<file path="src/shared/dcmb_pkg.sv">
// package: command mailbox constants, codes and state types
package dcmb_pkg;
  localparam logic [3:0] OFS_CMD = 4'h0;
  localparam logic [3:0] OFS_AUX = 4'h2;
  localparam logic [3:0] OFS_PTR = 4'h4;
  localparam logic [3:0] OFS_PTR_LO = 4'h6;
  localparam logic [3:0] OFS_DST = 4'h8;
  localparam logic [3:0] OFS_DST_LO = 4'hA;
  localparam logic [3:0] OFS_LUN = 4'hC;
  localparam logic [7:0] OP_GET_UNIT = 8'h46;
  localparam logic [7:0] OP_RUN_PROG = 8'h50;
  localparam logic [7:0] OP_BACKUP = 8'h55;
  localparam logic [7:0] OP_FLUSH = 8'h56;
  localparam logic [7:0] OP_FORMAT = 8'h57;
  localparam logic [7:0] OP_FORMAT_FLOPPY_TRACK = 8'h58;
  localparam logic [7:0] OP_COMPARE = 8'h59;
  localparam logic [7:0] OP_LOCK = 8'h5A;
  localparam logic [7:0] OP_RELEASE = 8'h5B;
  localparam logic [15:0] ST_OK = 16'h8000;
  localparam logic [15:0] ST_ADDR = 16'h8002;
  localparam logic [15:0] ST_PARAM = 16'h8006;
  localparam logic [15:0] ST_EXT = 16'h800F;
  localparam logic [15:0] ST_BANK = 16'h1000;
  localparam logic [15:0] ST_PAUSE = 16'h8000;
  localparam logic [3:0] BANK_POS = 4'hC;
  localparam logic [2:0] SIZE_CODE_MAX = 3'h3;
  localparam logic [7:0] DENS_MAX = 8'h01;
  localparam logic [7:0] ILV_USER = 8'h08;
  localparam logic [7:0] ILV_USER_OFS = 8'h0A;
  localparam logic [7:0] LOW_SEC_MAX = 8'h01;
  localparam logic [4:0] LOCK_ALL = 5'h01;
  localparam logic [3:0] FLOPPY_COUNT = 4'h4;

  typedef enum logic [7:0] {
    ST_IDLE = 8'h01,
    ST_FETCH = 8'h02,
    ST_DISPATCH = 8'h04,
    ST_WAIT_JOB = 8'h08,
    ST_RESULT = 8'h10,
    ST_STATUS = 8'h20,
    ST_PAUSED = 8'h40,
    ST_FLUSHB = 8'h80
  } dcmb_state_t;

  // a word access to one command memory
  typedef struct packed {
    logic req;
    logic we;
    logic bank;
    logic [3:0] ofs;
    logic [15:0] wdata;
  } dcmb_mem_req_t;

  // job handed to the engine that does disk or floppy work
  typedef struct packed {
    logic start;
    logic [7:0] op;
    logic [15:0] target;
    logic [15:0] lun;
    logic [15:0] aux;
    logic [31:0] ptr;
    logic [31:0] dst;
  } dcmb_job_t;

  // engine's answer
  typedef struct packed {
    logic done;
    logic [1:0] err;
    logic medium_end;
    logic [15:0] ext_msg;
    logic [31:0] ptr;
  } dcmb_ans_t;

  typedef struct packed {
    dcmb_state_t state;
    logic bank;
    logic [3:0] step;
    logic [15:0] cmd;
    logic [15:0] aux;
    logic [31:0] ptr;
    logic [31:0] dst;
    logic [15:0] lun;
    logic [15:0] status;
    logic [15:0] ext_msg;
    logic [31:0] rptr;
    logic job_start;
    logic mem_req;
    logic mem_we;
    logic [3:0] mem_ofs;
    logic [15:0] mem_wdata;
    logic [4:0] locks;
    logic hash_inval;
    logic prog_call;
    logic [31:0] prog_addr;
    logic pause;
  } dcmb_regs_t;
endpackage

</file>
<file path="src/hdl/dcmb_top.sv">
// command mailbox interpreter for the disk and floppy controller
`timescale 1ns/100ps
// Notes on behaviour
// - unit query uses word ID, lun at 12
// - unit query returns block pointer at 4
// - status success, address error, parameter error
// - extended error code plus message at 2
// - opcode 50 calls program at address 4
// - backup flushes first in blocking mode
// - backup invalidates hashing buffer contents
// - medium end pauses, flag set, command kept
// - host clears flag, backup resumes
// - host clears command, backup abandoned
// - backup source and destination word order
// - opcode 56 flushes only when buffering
// - opcode 57 formats lun at 12
// - opcode 58 track, pointer, drive number
// - track block geometry and size code
// - track block density and fill pattern
// - interleave selection and lowest sector
// - opcode 59 compares two units
// - opcode 5A locks floppy units by bits
// - locked floppy selection answers not ready
// - opcode 5B releases floppy units
// - leading digit picks memory and status
module dcmb_top (
  input wire logic CLK_IN,
  input wire logic SYS_RST_IN,
  input wire logic [1:0] CMD_PENDING_IN,
  input wire logic [7:0] OWN_ID_IN,
  input wire logic BLOCKING_MODE_IN,
  input wire logic BUFFERED_WRITE_IN,
  input wire logic MEM_RDY_IN,
  input wire logic [15:0] MEM_RDATA_IN,
  output dcmb_pkg::dcmb_mem_req_t MEM_REQ_OUT,
  output dcmb_pkg::dcmb_job_t JOB_OUT,
  input wire dcmb_pkg::dcmb_ans_t ANS_IN,
  output logic HASH_INVALIDATE_OUT,
  output logic PROG_CALL_OUT,
  output logic [31:0] PROG_ADDR_OUT,
  input wire logic PROG_RETURN_IN,
  output logic [4:0] FLOPPY_LOCKS_OUT,
  input wire logic [2:0] SCSI_SEL_UNIT_IN,
  output logic SCSI_UNIT_NOT_READY_OUT
);
  dcmb_pkg::dcmb_regs_t r_ff;
  dcmb_pkg::dcmb_regs_t nxt_r;

  // bank status base: 8xxx for first memory, 9xxx for second
  function automatic logic [15:0] bank_status(input logic bank, input logic [15:0] code);
    bank_status = bank ? (code | dcmb_pkg::ST_BANK) : code;
  endfunction

  // is a track-format block field plausible
  function automatic logic track_block_ok(input logic [7:0] size_code, input logic [7:0] dens,
                                          input logic [7:0] ilv, input logic [7:0] low_sec);
    track_block_ok = (size_code <= {5'h00, dcmb_pkg::SIZE_CODE_MAX}) && (dens <= dcmb_pkg::DENS_MAX) &&
                     (ilv <= dcmb_pkg::ILV_USER) && (low_sec <= dcmb_pkg::LOW_SEC_MAX);
  endfunction

  logic [7:0] op;
  logic lock_sel;
  assign op = r_ff.cmd[7:0];

  // locked floppy selection over scsi: unit 0 none, 1..4 drives
  always_comb begin
    lock_sel = 1'b0;
    if (SCSI_SEL_UNIT_IN != 3'h0 && SCSI_SEL_UNIT_IN <= 3'(dcmb_pkg::FLOPPY_COUNT)) begin
      lock_sel = r_ff.locks[0] | r_ff.locks[SCSI_SEL_UNIT_IN];
    end
  end
  assign SCSI_UNIT_NOT_READY_OUT = lock_sel;

  // next-state logic of the interpreter
  always_comb begin
    nxt_r = r_ff;
    nxt_r.job_start = 1'b0;
    nxt_r.hash_inval = 1'b0;
    case (r_ff.state)
      dcmb_pkg::ST_IDLE: begin
        nxt_r.mem_req = 1'b0;
        if (CMD_PENDING_IN[0] || CMD_PENDING_IN[1]) begin
          nxt_r.bank = !CMD_PENDING_IN[0];
          nxt_r.step = 4'h0;
          nxt_r.mem_req = 1'b1;
          nxt_r.mem_we = 1'b0;
          nxt_r.mem_ofs = dcmb_pkg::OFS_CMD;
          nxt_r.state = dcmb_pkg::ST_FETCH;
        end
      end
      dcmb_pkg::ST_FETCH: begin
        // read command words 0,2,4,6,8,10,12 in turn
        if (MEM_RDY_IN) begin
          case (r_ff.mem_ofs)
            dcmb_pkg::OFS_CMD: nxt_r.cmd = MEM_RDATA_IN;
            dcmb_pkg::OFS_AUX: nxt_r.aux = MEM_RDATA_IN;
            dcmb_pkg::OFS_PTR: nxt_r.ptr[31:16] = MEM_RDATA_IN;
            dcmb_pkg::OFS_PTR_LO: nxt_r.ptr[15:0] = MEM_RDATA_IN;
            dcmb_pkg::OFS_DST: nxt_r.dst[31:16] = MEM_RDATA_IN;
            dcmb_pkg::OFS_DST_LO: nxt_r.dst[15:0] = MEM_RDATA_IN;
            default: nxt_r.lun = MEM_RDATA_IN;
          endcase
          if (r_ff.mem_ofs == dcmb_pkg::OFS_LUN) begin
            nxt_r.mem_req = 1'b0;
            nxt_r.state = dcmb_pkg::ST_DISPATCH;
          end else begin
            nxt_r.mem_ofs = r_ff.mem_ofs + 4'h2;
          end
        end
      end
      dcmb_pkg::ST_DISPATCH: begin
        nxt_r.ext_msg = 16'h0000;
        nxt_r.rptr = 32'h0000_0000;
        nxt_r.pause = 1'b0;
        nxt_r.status = bank_status(r_ff.bank, dcmb_pkg::ST_OK);
        nxt_r.state = dcmb_pkg::ST_STATUS;
        nxt_r.step = 4'h0;
        case (op)
          dcmb_pkg::OP_LOCK: begin
            if (r_ff.aux[4:0] == 5'h00) begin
              nxt_r.status = bank_status(r_ff.bank, dcmb_pkg::ST_PARAM);
            end else begin
              nxt_r.locks = r_ff.locks | r_ff.aux[4:0];
            end
          end
          dcmb_pkg::OP_RELEASE: begin
            if (r_ff.aux[4:0] == 5'h00) begin
              nxt_r.status = bank_status(r_ff.bank, dcmb_pkg::ST_PARAM);
            end else if (r_ff.aux[0]) begin
              nxt_r.locks = 5'h00;
            end else begin
              nxt_r.locks = r_ff.locks & ~r_ff.aux[4:0];
            end
          end
          dcmb_pkg::OP_RUN_PROG: begin
            if (r_ff.ptr[0]) begin
              nxt_r.status = bank_status(r_ff.bank, dcmb_pkg::ST_ADDR);
            end else begin
              nxt_r.prog_call = 1'b1;
              nxt_r.prog_addr = r_ff.ptr;
              nxt_r.state = dcmb_pkg::ST_WAIT_JOB;
            end
          end
          dcmb_pkg::OP_FLUSH: begin
            if (BUFFERED_WRITE_IN) begin
              nxt_r.job_start = 1'b1;
              nxt_r.state = dcmb_pkg::ST_WAIT_JOB;
            end
          end
          dcmb_pkg::OP_BACKUP: begin
            if (BLOCKING_MODE_IN) begin
              nxt_r.state = dcmb_pkg::ST_FLUSHB;
            end else begin
              nxt_r.job_start = 1'b1;
              nxt_r.hash_inval = 1'b1;
              nxt_r.state = dcmb_pkg::ST_WAIT_JOB;
            end
          end
          dcmb_pkg::OP_FORMAT_FLOPPY_TRACK: begin
            if (r_ff.lun == 16'h0000 || r_ff.lun > 16'(dcmb_pkg::FLOPPY_COUNT) || r_ff.ptr[0]) begin
              nxt_r.status = bank_status(r_ff.bank, r_ff.ptr[0] ? dcmb_pkg::ST_ADDR : dcmb_pkg::ST_PARAM);
            end else begin
              nxt_r.job_start = 1'b1;
              nxt_r.state = dcmb_pkg::ST_WAIT_JOB;
            end
          end
          dcmb_pkg::OP_GET_UNIT, dcmb_pkg::OP_FORMAT, dcmb_pkg::OP_COMPARE: begin
            nxt_r.job_start = 1'b1;
            nxt_r.state = dcmb_pkg::ST_WAIT_JOB;
          end
          default: nxt_r.status = bank_status(r_ff.bank, dcmb_pkg::ST_PARAM);
        endcase
      end
      dcmb_pkg::ST_FLUSHB: begin
        // flush pass before backup, then the copy itself
        if (r_ff.step == 4'h0) begin
          nxt_r.job_start = 1'b1;
          nxt_r.step = 4'h1;
        end else if (ANS_IN.done) begin
          nxt_r.job_start = 1'b1;
          nxt_r.hash_inval = 1'b1;
          nxt_r.step = 4'h0;
          nxt_r.state = dcmb_pkg::ST_WAIT_JOB;
        end
      end
      dcmb_pkg::ST_WAIT_JOB: begin
        if (r_ff.prog_call) begin
          if (PROG_RETURN_IN) begin
            nxt_r.prog_call = 1'b0;
            nxt_r.state = dcmb_pkg::ST_RESULT;
          end
        end else if (ANS_IN.done) begin
          nxt_r.rptr = ANS_IN.ptr;
          nxt_r.ext_msg = ANS_IN.ext_msg;
          case (ANS_IN.err)
            2'h1: nxt_r.status = bank_status(r_ff.bank, dcmb_pkg::ST_ADDR);
            2'h2: nxt_r.status = bank_status(r_ff.bank, dcmb_pkg::ST_PARAM);
            2'h3: nxt_r.status = bank_status(r_ff.bank, dcmb_pkg::ST_EXT);
            default: nxt_r.status = bank_status(r_ff.bank, dcmb_pkg::ST_OK);
          endcase
          // medium end latched here so the status write does not depend on a live input
          nxt_r.pause = (op == dcmb_pkg::OP_BACKUP) && ANS_IN.medium_end;
          if (op == dcmb_pkg::OP_BACKUP && ANS_IN.medium_end) begin
            nxt_r.status = bank_status(r_ff.bank, dcmb_pkg::ST_PAUSE | {8'h00, op});
          end
          nxt_r.state = dcmb_pkg::ST_RESULT;
        end
      end
      dcmb_pkg::ST_RESULT: begin
        // result words: message at 2, pointer at 4 and 6
        nxt_r.mem_req = 1'b1;
        nxt_r.mem_we = 1'b1;
        if (r_ff.mem_req && MEM_RDY_IN) begin
          nxt_r.step = r_ff.step + 4'h1;
        end
        case (nxt_r.step)
          4'h0: begin
            nxt_r.mem_ofs = dcmb_pkg::OFS_AUX;
            nxt_r.mem_wdata = r_ff.ext_msg;
          end
          4'h1: begin
            nxt_r.mem_ofs = dcmb_pkg::OFS_PTR;
            nxt_r.mem_wdata = r_ff.rptr[31:16];
          end
          4'h2: begin
            nxt_r.mem_ofs = dcmb_pkg::OFS_PTR_LO;
            nxt_r.mem_wdata = r_ff.rptr[15:0];
          end
          default: begin
            nxt_r.mem_req = 1'b0;
            nxt_r.step = 4'h0;
            nxt_r.state = dcmb_pkg::ST_STATUS;
          end
        endcase
      end
      dcmb_pkg::ST_STATUS: begin
        // status word last so host sees complete results
        nxt_r.mem_req = 1'b1;
        nxt_r.mem_we = 1'b1;
        nxt_r.mem_ofs = dcmb_pkg::OFS_CMD;
        nxt_r.mem_wdata = r_ff.status;
        if (r_ff.mem_req && MEM_RDY_IN) begin
          nxt_r.mem_req = 1'b0;
          nxt_r.mem_we = 1'b0;
          if (r_ff.pause) begin
            nxt_r.state = dcmb_pkg::ST_PAUSED;
          end else begin
            nxt_r.state = dcmb_pkg::ST_IDLE;
          end
        end
      end
      dcmb_pkg::ST_PAUSED: begin
        // poll the status word for flag reset or code clear
        nxt_r.mem_req = 1'b1;
        nxt_r.mem_we = 1'b0;
        nxt_r.mem_ofs = dcmb_pkg::OFS_CMD;
        if (r_ff.mem_req && MEM_RDY_IN) begin
          if (MEM_RDATA_IN[7:0] == 8'h00) begin
            nxt_r.mem_req = 1'b0;
            nxt_r.state = dcmb_pkg::ST_IDLE;
          end else if (!MEM_RDATA_IN[15]) begin
            nxt_r.mem_req = 1'b0;
            nxt_r.job_start = 1'b1;
            nxt_r.state = dcmb_pkg::ST_WAIT_JOB;
          end
        end
      end
      default: nxt_r.state = dcmb_pkg::ST_IDLE;
    endcase
  end

  // state register
  always_ff @(posedge CLK_IN or posedge SYS_RST_IN) begin
    if (SYS_RST_IN) begin
      r_ff <= '{state: dcmb_pkg::ST_IDLE, default: '0};
    end else begin
      r_ff <= nxt_r;
    end
  end

  // outputs
  always_comb begin
    MEM_REQ_OUT.req = r_ff.mem_req;
    MEM_REQ_OUT.we = r_ff.mem_we;
    MEM_REQ_OUT.bank = r_ff.bank;
    MEM_REQ_OUT.ofs = r_ff.mem_ofs;
    MEM_REQ_OUT.wdata = r_ff.mem_wdata;
    JOB_OUT.start = r_ff.job_start;
    JOB_OUT.op = (r_ff.state == dcmb_pkg::ST_FLUSHB) ? dcmb_pkg::OP_FLUSH : op;
    JOB_OUT.target = (op == dcmb_pkg::OP_BACKUP) ? r_ff.ptr[31:16] : {8'h00, r_ff.cmd[15:8]};
    JOB_OUT.lun = (op == dcmb_pkg::OP_BACKUP) ? r_ff.ptr[15:0] : r_ff.lun;
    JOB_OUT.aux = r_ff.aux;
    JOB_OUT.ptr = r_ff.ptr;
    JOB_OUT.dst = (op == dcmb_pkg::OP_BACKUP) ? {r_ff.dst[15:0], r_ff.dst[31:16]} : r_ff.dst;
  end
  assign HASH_INVALIDATE_OUT = r_ff.hash_inval;
  assign PROG_CALL_OUT = r_ff.prog_call;
  assign PROG_ADDR_OUT = r_ff.prog_addr;
  assign FLOPPY_LOCKS_OUT = r_ff.locks;
endmodule

</file>
<file path="config.mk">
export PLATFORM = sky130hd
export DESIGN_NAME = dcmb_top
export DESIGN_NICKNAME = d
export VERILOG_FILES = /design/src/shared/dcmb_pkg.sv /design/src/hdl/dcmb_top.sv
export SDC_FILE = /design/constraint.sdc
export NUM_CORES = 1
export LEC_CHECK = 0
export BUFFER_PORTS_ARGS = -buffer_cell sky130_fd_sc_hd__buf_2
export CORE_MARGIN = 2
export CORE_UTILIZATION = 25
export DETAILED_ROUTE_END_ITERATION = 16
export MAX_ROUTING_LAYER = met4
export PLACE_DENSITY_LB_ADDON = 0.08
export SETUP_SLACK_MARGIN = 0.4
export SLEW_MARGIN = 20
export SYNTH_ARGS = -nofsm -noshare
export SYNTH_HDL_FRONTEND = slang
export SYNTH_SLANG_ARGS = --single-unit
</file>
<file path="constraint.sdc">
create_clock -name CLK_IN -period 20.8 [get_ports CLK_IN]
set_input_delay 0 -clock CLK_IN [delete_from_list [all_inputs] [get_ports CLK_IN]]
set_output_delay 0 -clock CLK_IN [all_outputs]
set_load 0.01 [all_outputs]
</file>
==> results_dict.tcl <==
set metrics [dict create \
    outcome "complete, no violations" \
    wl_met3_um 2120 \
    mostFrequentLayoutCells "buf_2 (260), dfrtp_1 (243), mux2_2 (201), nand2_1 (135), dlygate4sd3_1 (78)" \
    dpl.cell_count 1831 \
    port_buffers 260 \
    crit_buf_inv 2 \
    rsz0062_at_grt "false" \
    rows 81 \
    drt-initial-drc-count 530 \
    die_area_um2 50700 \
    top_layer_used "met4" \
    clock_skew_ns 0.0156 \
    antenna_found_initial 3 \
    crit_path_max_fanout 112 \
    fin_cells 1967 \
    start_util_pct 25.1 \
    clock_latency_ns 0.58 \
    cpPeakStageDelay_ns 0.76 \
    min_period_ns 3.45 \
    r2r_cells 6 \
    cts_tree "done" \
    coreArea_um2 48600 \
    cts_max_level 1 \
    synthArstFlopShare_pct 100 \
    power_leakage_nw 7.46 \
    worstPathArrival_ns 3.91 \
    ys_seq_area_share_pct 49.9 \
    cts.reportedPaths.clkPinSlew_ns 0.06 \
    hold_viol 0 \
    critPathRequiredTime_ns 21.26 \
    slowest_stage "buf_4" \
    met2_length_um 18900 \
    synth_enable_flop_cells 0 \
    detailed_place_hpwl_um 26600 \
    finalCritPeriodShare_pct 16.6 \
    max_cap_viol_count 0 \
    fp.dieH_um 225 \
    hold_path_class "primary input to async pin" \
    grt_max_degree 132 \
    cp-end-kind "flop" \
    clockRootBuffer "clkbuf_16" \
    max_slew_margin_pct 27.9 \
    fillers 5108 \
    yosysWarnings 0 \
    grt-ovfl-total 0 \
    detail_route.wl_per_cell_um 20.3 \
    layout_commonest_cell "buf_2" \
    io_pins 271 \
    area_growth_pct 24.0 \
    peakVddDrop_mv 0.0703 \
    clkSinkCount 244 \
    fmax_mhz 290 \
    syn_inst 1110 \
    setup_viol 0 \
    grt_pass1_vias 9377 \
    routabilityCongestion 0.772 \
    drive_above_1_share_pct 40.3 \
    die_w_um 225 \
    wirelength_met1_um 18200 \
    power_density_nw_per_um2 100 \
    cts_buffers 31 \
    clockBufferDepth 3 \
    finalMaxSlewViolations 0 \
    yosysUniqueCellTypes 72 \
    vias_per_cell 4.57 \
    setup_tns_ns 0 \
    syn_area_per_cell_um2 11.0 \
    critical-path-top-delay-family "buffers and inverters" \
    layout.nets 1411 \
    vias 8991 \
    synth.ff_latch_count 244 \
    worstSetupPathType "flop to flop" \
    worst_pin_slew_ns 1.08 \
    grtUsageTotal_pct 16.1 \
    grt_pass1_wl_um 60200 \
    worstSetupStartpointType "flop" \
    syn_area_um2 12200 \
    crit_cells 6 \
    drc 0 \
    ys.flop_type "dfrtp_1" \
    ant_nets 0 \
    crit_chain "nor4_4 > nand4_1 > o21ai_4 > buf_4 > o31ai_1 > dlygate4sd3_1" \
    drt_first_pass_iters 5 \
    wirelength_um 39900 \
]
[worst reg2reg max path, stage by stage, from the launching register on]
cell and delay [ns]:
dfrtp_1 0.47, nor4_4 0.54, nand4_1 0.49, o21ai_4 0.26, buf_4 0.76, o31ai_1 0.22, dlygate4sd3_1 0.59
[cell families (layout without fill, tap and decap cells)]
logic type,Yosys count,after routing,share of synthesized area [%]
AND/OR/NAND/NOR,286,286,11.8
multiplexers,205,205,18.8
adder cells (fa/ha/maj),3,3,0.307
flip-flops,244,244,49.9
other,1,3,0.0307
AO/OA/AOI/OAI,184,184,9.59
XOR/XNOR,3,3,0.215
buffers and inverters,184,417,9.30
[where the power goes]
part	switching (mW)	internal, mW	total [mW]
combinational	0.201	0.161	0.362
sequential	0.0726	0.540	0.613
clock	0.220	0.329	0.548
total	0.494	1.03	1.52
[per-stage QoR]
stage	worst slack, ns	hold WS [ns]	cell area, um2	util, %	total power [mW]
after CTS	17.17	0.0836	15200	31.2	1.55
after global placement	17.21	0.188	13400	27.4	0.977
after detailed placement	17.24	0.193	13400	27.4	0.977
after floorplan	14.10	0.0847	12200	-	0.874
final	17.35	0.0679	15200	31.2	1.52
after global routing	17.03	0.158	15200	31.2	1.61
[sequential cells by signal, summed over array words and instances, names as in the netlist]
signal	cells
HASH_INVALIDATE_OUT	1
MEM_REQ_OUT	22
JOB_OUT	49
PROG_ADDR_OUT	31
r_ff	127
FLOPPY_LOCKS_OUT	5
op	8
PROG_CALL_OUT	1
[layout make-up]
| type | instances | area [um2] | share of cell area (%) |
|---|---|---|---|
| sequential | 244 | 6110 | 40.3 |
| multi-input combinational | 683 | 5030 | 33.2 |
| timing repair buffer | 348 | 2170 | 14.3 |
| clock buffer | 48 | 930 | 6.13 |
| tap | 622 | 778 | 5.13 |
| clock inverter | 8 | 93.8 | 0.619 |
| inverter | 13 | 56.3 | 0.371 |
| antenna | 1 | 2.50 | 0.0165 |
[worst paths after layout]
check	startpoint	to	slack, ns
min reg2reg	r_ff[126]$_DFFE_PP0P_	r_ff[126]$_DFFE_PP0P_	0.47
max reg2reg	r_ff[249]$_DFFE_PP0P_	r_ff[114]$_DFFE_PP0P_	17.35
min	SYS_RST_IN	PROG_ADDR_OUT[30]$_DFFE_PP0P_	0.07
min in group CLK_IN	MEM_RDY_IN	MEM_REQ_OUT[19]$_DFFE_PP0P_	0.12
max	r_ff[249]$_DFFE_PP0P_	r_ff[114]$_DFFE_PP0P_	17.35
max in group asynchronous	SYS_RST_IN	FLOPPY_LOCKS_OUT[3]$_DFFE_PP0P_	19.36
[Yosys cell counts (all sizes together) (3+ instances only)]
cell type	number	area share, %
a211oi	4	0.25
a21o	5	0.31
a21oi	32	1.3
a222oi	9	0.74
a22o	3	0.21
a22oi	7	0.43
a31oi	7	0.36
and2	16	0.82
and3	9	0.46
and4b	3	0.25
buf	126	7.5
clkbuf	45	1.4
dfrtp	243	50
ha	3	0.31
inv	13	0.40
mux2	202	19
mux2i	3	0.25
nand2	135	4.1
nand2b	11	0.56
nand3	24	0.98
nand4	7	0.36
nor2	31	0.95
nor2b	6	0.31
nor3	8	0.54
nor3b	3	0.23
nor4	11	0.74
o211ai	15	0.92
o21ai	69	2.8
o22ai	3	0.15
o31a	3	0.21
o31ai	8	0.53
or2	5	0.26
or3	3	0.15
or3b	3	0.24
[metal layers]
layer | global-route usage [%] | vias up
li1 | - | 4259
met1 | 21.0 | 4494
met2 | 25.5 | 188
met3 | 3.38 | 50
met4 | 4.08 | 0
met5 | - | -
[repair_timing]
item	4_1_cts	5_1_grt
hold buffers	78	0
resized for setup	0	0
endpoints found under the hold margin	286	0
setup buffers	0	0
No activity file was read; power rests on OpenSTA's default activity.
